## src/chanpol_regs.svh

```systemverilog
// Register offsets, field positions and reset values of the channel polarity and counter block
//
// Contract
// - In output mode the complementary polarity bit makes the complementary output active high at 0 and active low at 1.
// - In output mode the main polarity bit makes the channel output active high at 0 and active low at 1.
// - In input mode with both polarity bits clear the rising edge is active and the input passes uninverted.
// - In input mode with only the main polarity bit set the falling edge is active and the input is inverted.
// - In input mode with both polarity bits set both edges are active and the input is not inverted.
// - The enable bit at position 0 disables the channel at 0 and enables its capture or compare function at 1.
// - Reading the counter register returns the 16-bit count in bits 15 to 0 and a full-word write loads the counter.
// - After reset the counter register reads as zero.
// - The two-bit role field selects output at 00 and input from the filtered channel input at 01, others reserved.
// - The input-capture edge prescaler is held in reset while the channel enable bit is clear.
`ifndef CHANPOL_REGS_SVH
`define CHANPOL_REGS_SVH

`define OFS_ROLE_CTRL 8'h18
`define OFS_ENABLE_POL 8'h20
`define OFS_COUNTER 8'h24
`define OFS_RUN_CTRL 8'h00

`define BIT_FUNC_EN 0
`define BIT_MAIN_POL 1
`define BIT_COMPL_POL 3
`define BIT_RUN 0
`define ROLE_LSB 0
`define ROLE_MSB 1
`define PSC_LSB 2
`define PSC_MSB 3
`define ROLE_OUTPUT 2'h0
`define ROLE_INPUT 2'h1

`define ENPOL_MASK 32'h0000_000B
`define ROLE_MASK 32'h0000_000F
`define RUN_MASK 32'h0000_0001
`define CNT_MASK 32'h0000_FFFF
`define RESET_WORD 32'h0000_0000
`define CNT_RESET 16'h0000
`define CNT_ONE 16'h0001
`define EDGES_RESET 3'h0
`define EDGES_STEP 3'h1
`define EDGES_DIV1 3'h0
`define EDGES_DIV2 3'h1
`define EDGES_DIV4 3'h3
`define EDGES_DIV8 3'h7
`define CNT_MSB 15
`define CNT_LSB 0
`define ZERO_WORD 32'h0000_0000

`endif

```

## src/chanpol_pkg.sv

```systemverilog
// Types shared by the channel polarity and counter block
package chanpol_pkg;
  typedef struct packed {
    logic compl_pol;
    logic main_pol;
    logic func_en;
  } enpol_t;

  typedef struct packed {
    logic [1:0] psc;
    logic [1:0] role;
  } role_t;

  typedef struct packed {
    logic active_edge;
    logic polar_level;
  } edge_info_t;
endpackage

```

## src/edge_polarity.sv

```systemverilog
// Polarity select and active-edge detection of the filtered channel input
`timescale 1ns/1ps
module edge_polarity (
  // Clock and reset
  input wire logic mclk,
  input wire logic resetn,
  // Control
  input wire chanpol_pkg::enpol_t enpol,
  input wire logic input_role,
  // Filtered channel input
  input wire logic chan_filtered_input,
  // Result
  output chanpol_pkg::edge_info_t info
);
  import chanpol_pkg::*;

  logic prev_r;
  wire rise = chan_filtered_input & ~prev_r;
  wire fall = ~chan_filtered_input & prev_r;
  wire both_sel = enpol.compl_pol & enpol.main_pol;
  wire fall_sel = ~enpol.compl_pol & enpol.main_pol;
  wire rise_sel = ~enpol.compl_pol & ~enpol.main_pol;
  wire edge_hit = (rise_sel & rise) |
                  (fall_sel & fall) |
                  (both_sel & (rise | fall));
  wire level = fall_sel ? ~chan_filtered_input : chan_filtered_input;

  always_ff @(posedge mclk) begin
    if (!resetn) begin
      prev_r <= 1'b0;
      info <= '0;
    end else begin
      prev_r <= chan_filtered_input;
      info.polar_level <= level;
      info.active_edge <= edge_hit & input_role & enpol.func_en;
    end
  end
endmodule // edge_polarity

```

## src/capture_prescaler.sv

```systemverilog
// Input-capture edge prescaler
`timescale 1ns/1ps
`include "chanpol_regs.svh"
module capture_prescaler (
  // Clock and reset
  input wire logic mclk,
  input wire logic resetn,
  // Control
  input wire logic enable,
  input wire logic [1:0] psc,
  // Edges
  input wire logic edge_in,
  output logic capture_pulse
);
  logic [2:0] edges_r;
  wire [2:0] limit = (psc == 2'h0) ? `EDGES_DIV1 : (psc == 2'h1) ? `EDGES_DIV2 :
                     (psc == 2'h2) ? `EDGES_DIV4 : `EDGES_DIV8;
  wire wrap = edge_in & (edges_r == limit);

  always_ff @(posedge mclk) begin
    if (!resetn || !enable) begin
      edges_r <= `EDGES_RESET;
      capture_pulse <= 1'b0;
    end else begin
      capture_pulse <= wrap;
      if (edge_in) begin
        edges_r <= wrap ? `EDGES_RESET : edges_r + `EDGES_STEP;
      end
    end
  end
endmodule // capture_prescaler

```

## src/timer_channel_polarity_counter.sv

```systemverilog
// Channel 0 polarity, enable and counter registers with an Avalon-MM slave
//
// Decided for this implementation: the Avalon-MM register port.
`timescale 1ns/1ps
`include "chanpol_regs.svh"
module timer_channel_polarity_counter (
  // Clock and reset
  input wire logic mclk,
  input wire logic resetn,
  // Avalon-MM slave
  input wire logic [7:0] avs_address,
  input wire logic avs_read,
  input wire logic avs_write,
  input wire logic [31:0] avs_writedata,
  input wire logic [3:0] avs_byteenable,
  output logic [31:0] avs_readdata,
  output logic avs_waitrequest,
  // Channel side
  input wire logic chan_filtered_input,
  input wire logic compare_active,
  output logic chan_output_pin,
  output logic chan_compl_output,
  output logic capture_event,
  output logic input_level,
  output logic [15:0] count_value
);
  import chanpol_pkg::*;

  enpol_t enpol_r;
  role_t role_r;
  logic run_r;
  logic [15:0] count_r;
  logic ack_r;
  logic [31:0] rdata_r;
  edge_info_t info;

  // One wait state per access
  wire req = avs_read | avs_write;
  wire take = req & ack_r;
  wire full_word = (avs_byteenable == 4'hF);
  wire wr = avs_write & take & full_word;
  wire hit_enpol = (avs_address == `OFS_ENABLE_POL);
  wire hit_role = (avs_address == `OFS_ROLE_CTRL);
  wire hit_cnt = (avs_address == `OFS_COUNTER);
  wire hit_run = (avs_address == `OFS_RUN_CTRL);
  wire input_role = (role_r.role == `ROLE_INPUT);
  wire output_role = (role_r.role == `ROLE_OUTPUT);

  wire [31:0] rd_mux;
  assign rd_mux = hit_enpol ? {28'h000_0000, enpol_r.compl_pol, 1'b0,
                               enpol_r.main_pol, enpol_r.func_en} :
                  hit_role ? {28'h000_0000, role_r} :
                  hit_cnt ? {16'h0000, count_r} :
                  hit_run ? {31'h0000_0000, run_r} :
                  `ZERO_WORD;

  assign avs_waitrequest = req & ~ack_r;
  assign avs_readdata = rdata_r;
  assign count_value = count_r;

  always_ff @(posedge mclk) begin
    if (!resetn) begin
      ack_r <= 1'b0;
      rdata_r <= `ZERO_WORD;
    end else begin
      ack_r <= req & ~ack_r;
      rdata_r <= (avs_read & ~ack_r) ? rd_mux : rdata_r;
    end
  end

  // Control registers; reserved bits are not stored
  always_ff @(posedge mclk) begin
    if (!resetn) begin
      enpol_r <= '0;
      role_r <= '0;
      run_r <= 1'b0;
    end else if (wr) begin
      if (hit_enpol) begin
        enpol_r.func_en <= avs_writedata[`BIT_FUNC_EN];
        enpol_r.main_pol <= avs_writedata[`BIT_MAIN_POL];
        enpol_r.compl_pol <= avs_writedata[`BIT_COMPL_POL];
      end else if (hit_role) begin
        role_r.psc <= avs_writedata[`PSC_MSB:`PSC_LSB];
        if (!enpol_r.func_en) begin
          role_r.role <= avs_writedata[`ROLE_MSB:`ROLE_LSB];
        end
      end else if (hit_run) begin
        run_r <= avs_writedata[`BIT_RUN];
      end
    end
  end

  // Counter
  always_ff @(posedge mclk) begin
    if (!resetn) begin
      count_r <= `CNT_RESET;
    end else if (wr && hit_cnt) begin
      count_r <= avs_writedata[`CNT_MSB:`CNT_LSB];
    end else if (run_r) begin
      count_r <= count_r + `CNT_ONE;
    end
  end

  // Output polarity
  always_ff @(posedge mclk) begin
    if (!resetn) begin
      chan_output_pin <= 1'b0;
      chan_compl_output <= 1'b0;
    end else begin
      chan_output_pin <= (output_role & enpol_r.func_en) ?
                         (compare_active ^ enpol_r.main_pol) : 1'b0;
      chan_compl_output <= (output_role & enpol_r.func_en) ?
                           (~compare_active ^ enpol_r.compl_pol) : 1'b0;
    end
  end

  edge_polarity u_edge (
    .mclk(mclk),
    .resetn(resetn),
    .enpol(enpol_r),
    .input_role(input_role),
    .chan_filtered_input(chan_filtered_input),
    .info(info)
  );

  capture_prescaler u_psc (
    .mclk(mclk),
    .resetn(resetn),
    .enable(enpol_r.func_en),
    .psc(role_r.psc),
    .edge_in(info.active_edge),
    .capture_pulse(capture_event)
  );

  assign input_level = info.polar_level;
endmodule // timer_channel_polarity_counter

```

## config.mk

```make
export PLATFORM = sky130hd
export DESIGN_NAME = timer_channel_polarity_counter
export DESIGN_NICKNAME = d
export VERILOG_FILES = /design/src/chanpol_pkg.sv /design/src/edge_polarity.sv /design/src/capture_prescaler.sv /design/src/timer_channel_polarity_counter.sv
export VERILOG_INCLUDE_DIRS = /design/src
export SDC_FILE = /design/constraint.sdc
export NUM_CORES = 1
export LEC_CHECK = 0
export BUFFER_PORTS_ARGS = -buffer_cell sky130_fd_sc_hd__clkbuf_2
export CORE_MARGIN = 1
export CORE_UTILIZATION = 43
export CTS_CLUSTER_DIAMETER = 150
export CTS_CLUSTER_SIZE = 24
export DETAILED_ROUTE_END_ITERATION = 8
export GPL_ROUTABILITY_DRIVEN = 0
export HOLD_SLACK_MARGIN = 0.08
export PLACE_DENSITY = 0.73
export SLEW_MARGIN = 20
export SYNTH_ARGS = -nofsm -noshare
export SYNTH_HDL_FRONTEND = slang
export SYNTH_SLANG_ARGS = --single-unit
```

## constraint.sdc

```tcl
create_clock -name mclk -period 2.8 [get_ports mclk]
set_clock_uncertainty 0.15 [all_clocks]
set_input_delay 0.28 -clock mclk [delete_from_list [all_inputs] [get_ports mclk]]
set_output_delay 0.28 -clock mclk [all_outputs]
set_load 0.005 [all_outputs]
```

[Word level (Yosys, flattened, before mapping)]
Index checks and enable logic that the tools add are counted.
Cells by class
  add/subtract/negate cells: 2
  eq/ne operators: 8
  muxes and demuxes: 11
  bitwise logic cells: 32
  reduce and logical (&&, ||, !) cells: 13
Operators by type and width (number)
  two-way mux 16 bit: 5
  bitwise AND 1 bit: 17
  adder 16 x 1 -> 16 bit (second input constant): 1
  equality test 8 x 6 -> 1 bit (second input constant): 2
  two-way mux 3 bit: 4
  NOT 1 bit: 9
  equality test 8 x 5 -> 1 bit (second input constant): 1
  logical NOT 8 bit: 1
  AND reduction 4 bit: 2
  equality test 2 x 1 -> 1 bit (second input constant): 2
  equality test 4 bit (second input constant): 1
  logical NOT 2 bit: 2
  OR 1 bit: 4
  AND reduction 2 bit: 2
  adder 3 x 1 -> 3 bit (second input constant): 1
  equality test 3 bit: 1
  AND reduction 3 bit: 1
  equality test 2 bit (second input constant): 1
  logical NOT 1 bit: 2
  two-way mux 1 bit: 2
  nonzero test 2 bit: 1
  bitwise XOR 1 bit: 2
  logical AND 1 bit: 1
  logical OR 1 bit: 1
Storage, ports and cells
  bits in registers: 66
  input bits: 50
  output and inout bits: 53
  logic and storage cells: 82

[Logic depth before layout (Yosys ltp)]
  word-level depth: 7
  depth in mapped cells: 6
  gate-level depth less buffers: 5

[Cells and area by module]
A second synthesis with hierarchy kept.
Unflattened totals
  cell total of the unflattened synthesis: 281
  area total of the unflattened synthesis: 2636.3 um^2
By module, submodules not included
  timer_channel_polarity_counter: times used 1, cells each 239, area each 2232.1 um^2, sequential area each 860.8 um^2
  capture_prescaler: times used 1, cells each 26, area each 250.2 um^2, sequential area each 80.1 um^2
  edge_polarity: times used 1, cells each 16, area each 153.9 um^2, sequential area each 60.1 um^2

[Worst setup path before layout]
No wires, ideal clock.
  path kind: input port to flip-flop
  from: in avs_address[1]
  to: reg role_r[1] in the netlist's numbering
  setup time: 0.116 ns
  arrival time: 1.456 ns
  required time: 2.534 ns
  slack: 1.078 ns
  stages on the path: 4
  path through: or4_4 > nor4_2 > mux2i_1 > nor2_1
On the way
  word-level cells in the longest chain between the ends: 3
  elaborated cells on any way between the ends: 4
RTL lines
  start: declaration: RTL line timer_channel_polarity_counter.sv:11  | input wire logic [7:0] avs_address,
  equality test 8 x 6 -> 1 bit (no source line)
  NOT 1 bit (no source line)
  AND reduction 4 bit (no source line) *
  end: declaration: RTL line timer_channel_polarity_counter.sv:30  | role_t role_r;
Every way passes the cells marked *; elsewhere a longest branch is shown, timed or not.
A chain may end at the register's enable or synchronous reset.

[Worst setup path in the final report]
  from: reg run_r
  to: reg count_r[13], in the netlist count_value[13]
On the way
  word-level cells in the longest chain between the ends: 1
RTL lines
  start: declaration: RTL line timer_channel_polarity_counter.sv:31  | logic run_r;
  start signal: assignment: RTL line timer_channel_polarity_counter.sv:88  | run_r <= avs_writedata[`BIT_RUN];
  nonzero test 2 bit (no source line)
  end signal: assignment: RTL line timer_channel_polarity_counter.sv:96  | count_r <= `CNT_RESET;
  end signal: assignment: RTL line timer_channel_polarity_counter.sv:98  | count_r <= avs_writedata[`CNT_MSB:`CNT_LSB];
  end signal: assignment: RTL line timer_channel_polarity_counter.sv:100  | count_r <= count_r + `CNT_ONE;
  end: declaration: RTL line timer_channel_polarity_counter.sv:32  | logic [15:0] count_r;
No other way between the ends.

==> run metrics <==
count of routing violations after the opening detailed-route iteration=123; setup repair after global routing missed its margin=false; fraction of post-synthesis cell area in the top cell type by area=0.399; worst-case setup margin in the final layout=0.925 ns; via count of the first global-routing pass=2012; number of vias after detailed routing=2328; final antenna-violating net count=0; kind of end point of the critical path=register; clock sink count=50; startpoint-to-endpoint class of the critical path=reg -> reg; I/O pin total=103; nets@finish=412; basic-gate share of the synthesized area counting and, or, nand and nor cells=0.243; most congested layer reported by global routing=met2; TritonCTS Buffers=5; maximum level of the CTS H-tree=2; switching power as a share of total power=0.250; clock tree from TritonCTS=yes; most area-consuming cells after synthesis=sky130_fd_sc_hd__dfxtp_1 40%, sky130_fd_sc_hd__buf_4 5.1%, sky130_fd_sc_hd__nor2_1 4.9%, sky130_fd_sc_hd__mux2i_1 4.8%, sky130_fd_sc_hd__a22oi_1 3.9%; clock transition time at the flip-flop clock pins of the worst setup and hold paths=0.10 ns; multiplexer area fraction after synthesis=0.0569; status=finished, final reports clean; number of synthesized register bits=50; post-placement cell count=422; remaining global-route overflow=0; dominant register cell in the synthesized netlist=sky130_fd_sc_hd__dfxtp_1; IR drop worst, VDD=0.000201 V; fraction of the mapped netlist area in compound gates=0.144; routed length per instance=13.8 µm; maximum fanout along the worst path=9; initial antenna violation count=0; series of cell instances along the critical path=and4_1 > nand3_1 > or4_1 > a31oi_1; initial standard-cell utilization of the core=0.450; GR Util met1=0.274; met3 global-route usage=0.0337; post-DR vias/cell=5.40; register share of total power=0.580; buffering stage count on the worst path with inverters included=0; PwrDens=418 mW/mm²; count of unresolved DRC violations after routing=0; number of antenna cells inserted=0; Internal Power=930 µW; register area share after synthesis=0.399; dpl cell area=0.00287 mm²; cell chosen for the clock root=sky130_fd_sc_hd__clkbuf_8; Core Region=0.00557 mm²; clock power share=0.343; portion of total power attributed to combinational logic=0.077; post-placement setup slack=0.619 ns; minimum hold slack=0.0898 ns; Overall Global Routing Usage=0.200; count of flip-flops with a built-in enable after synthesis=0; min Tclk post-route=1.88 ns; peak per-stage delay on the critical path=0.56 ns; max-slew violation count=0; cell leakage power=1.22 nW; Design Area, Final=0.00297 mm²; layout cells sized above 1=0.256; total of buffers placed on input and output ports=70; Resized Gates After CTS=0; total setup violations reported at the end of the flow=0; setup repair bufs after CTS=0; dominant cell type by area after synthesis=sky130_fd_sc_hd__dfxtp_1; data required time at the worst endpoint=2.90 ns; worst hold path class=in -> reg; Arrival @ worst endpoint=1.97 ns; final hold vios=0; Adder-Cell Fraction of Synth Area=0.0200; average instance area after synthesis=8.74 µm²; delay-heaviest family, CP=simple AND/OR/NAND/NOR gates; worst slew pin tran=0.706 ns; largest family of logic cells by synthesized area=simple AND/OR/NAND/NOR gates; total die area=0.00614 mm²; Area growth, synth to finish=18.4%; Clk Latency, worst-skew pair=0.31 ns; XOR/XNOR Fraction of Synth Area=0.0594; number of unique standard cell types used by synthesis=46; first-pass iteration count of the detailed router=4; synth warn=0; max-slew headroom at the worst pin=0.526; total power after layout=1.24 mW; # rows=27; async set or reset register ratio after synthesis=0; total negative slack=0 ns; largest net degree at the start of global routing=24; non-filler instance count after layout=431; netlist area before placement=0.00251 mm²; buffer depth of the longest clock path=2; final core utilization=0.532; final worst-path cycle share=0.670; met2 Usage GRT=0.316; vertical die dimension=78.4 µm; Hold-fix buffers, CTS=1; floorplan die width=78.4 µm; net load switching power=311 µW; maximum achievable frequency=533 MHz; master of the slowest instance on the critical path=sky130_fd_sc_hd__dfxtp_1; cell count after synthesis=287; MaxCap Viol Count=0; kind of launch point of the worst setup path=register; HPWL Detailed=4440 µm; overall routed net length=5950 µm; wire length of the first global-routing pass=9640 µm
## power groups by stage
stage	clock network [mW]	registers [mW]	logic [mW]
2_1_floorplan	0	0.736	0.0621
3_3_place_gp	0	0.736	0.0932
3_5_place_dp	0	0.736	0.0954
4_1_cts	0.435	0.720	0.0966
5_1_grt	0.464	0.721	0.108
6_report	0.425	0.719	0.0961
## area by class of cell
class                   count  area (µm²)
repair buffers             74         383
clock inverters             3        21.3
multi-input cells         218        1370
flip-flops and latches     50        1000
inverters                   9        33.8
well taps                  72        90.1
clock buffers               5        68.8
fillers                   534        2610
## sequential cells by signal (all words and copies together) (netlist names), 2 cells and up
register and flops:
role_r 4, u_edge.info 2, avs_readdata 16, count_value 16, u_psc.edges_r 3, enpol_r 3
## worst min-delay path, stage by stage
cell and delay (ns):
sky130_fd_sc_hd__clkbuf_2 0.10, sky130_fd_sc_hd__mux2i_1 0.06, sky130_fd_sc_hd__nor2_1 0.07
## worst paths after layout
path                                 from                            to  slack, ns  cells after the start
max                    run_r$_SDFFE_PN0P_  count_value[13]$_SDFFE_PN0P_       0.92                      4
min                      avs_writedata[2]   count_value[2]$_SDFFE_PN0P_       0.09                      3
max reg2reg            run_r$_SDFFE_PN0P_  count_value[13]$_SDFFE_PN0P_       0.92                      4
min reg2reg  avs_readdata[2]$_SDFFE_PN0P_  avs_readdata[2]$_SDFFE_PN0P_       0.35                      2
## cell families (layout without fill, tap and decap cells)
| logic type | Yosys count | after routing |
|---|---|---|
| mux | 14 | 14 |
| fa+ha+maj | 4 | 4 |
| xor+xnor | 17 | 17 |
| simple gates | 109 | 109 |
| flops | 50 | 50 |
| buf+inv | 34 | 91 |
| compound gates | 58 | 58 |
| other cells | 1 | 16 |
## cells in the mapped netlist, types with 2 or more instances
| cell | instances |
|---|---|
| sky130_fd_sc_hd__nor3b_1 | 2 |
| sky130_fd_sc_hd__clkbuf_1 | 7 |
| sky130_fd_sc_hd__mux2_2 | 2 |
| sky130_fd_sc_hd__nand2_1 | 17 |
| sky130_fd_sc_hd__nor2_1 | 33 |
| sky130_fd_sc_hd__xnor2_1 | 10 |
| sky130_fd_sc_hd__xor2_1 | 7 |
| sky130_fd_sc_hd__a221oi_1 | 2 |
| sky130_fd_sc_hd__nand4_1 | 14 |
| sky130_fd_sc_hd__o21ai_0 | 19 |
| sky130_fd_sc_hd__dfxtp_1 | 50 |
| sky130_fd_sc_hd__buf_4 | 17 |
| sky130_fd_sc_hd__nand3b_1 | 2 |
| sky130_fd_sc_hd__o211ai_1 | 2 |
| sky130_fd_sc_hd__nand3_1 | 6 |
| sky130_fd_sc_hd__or2_2 | 2 |
| sky130_fd_sc_hd__nand2b_1 | 3 |
| sky130_fd_sc_hd__ha_1 | 4 |
| sky130_fd_sc_hd__mux2i_1 | 12 |
| sky130_fd_sc_hd__nor4_2 | 3 |
| sky130_fd_sc_hd__a21oi_1 | 13 |
| sky130_fd_sc_hd__and4_1 | 3 |
| sky130_fd_sc_hd__inv_1 | 8 |
| sky130_fd_sc_hd__a22oi_1 | 13 |
| sky130_fd_sc_hd__o31ai_1 | 2 |
| sky130_fd_sc_hd__nor3_1 | 5 |
| sky130_fd_sc_hd__and3_1 | 3 |
| sky130_fd_sc_hd__a31oi_1 | 2 |
| sky130_fd_sc_hd__nor4_1 | 7 |
## cells in the final DEF, fill, tap and decap left out, types with 4 or more instances in the layout
| cell type | Yosys | layout |
|---|---|---|
| sky130_fd_sc_hd__dfxtp_1 | 50 | 50 |
| sky130_fd_sc_hd__nor4_1 | 7 | 7 |
| sky130_fd_sc_hd__clkbuf_2 | 0 | 70 |
| sky130_fd_sc_hd__clkbuf_8 | 0 | 5 |
| sky130_fd_sc_hd__xnor2_1 | 10 | 10 |
| sky130_fd_sc_hd__nor3_1 | 5 | 5 |
| sky130_fd_sc_hd__conb_1 | 1 | 16 |
| sky130_fd_sc_hd__nand4_1 | 14 | 14 |
| sky130_fd_sc_hd__inv_1 | 8 | 8 |
| sky130_fd_sc_hd__xor2_1 | 7 | 7 |
| sky130_fd_sc_hd__nand2_1 | 17 | 17 |
| sky130_fd_sc_hd__nor2_1 | 33 | 33 |
| sky130_fd_sc_hd__ha_1 | 4 | 4 |
| sky130_fd_sc_hd__a22oi_1 | 13 | 13 |
| sky130_fd_sc_hd__o21ai_0 | 19 | 19 |
| sky130_fd_sc_hd__a21oi_1 | 13 | 13 |
| sky130_fd_sc_hd__nand3_1 | 6 | 6 |
| sky130_fd_sc_hd__mux2i_1 | 12 | 12 |
## per-layer routing
layer	vias to the layer above	part of all wire
li1	1156	-
met1	1080	0.48
met2	80	0.45
met3	12	0.050
met4	0	0.018
met5	-	0
Note: power is estimated with default switching activity, not from simulation.
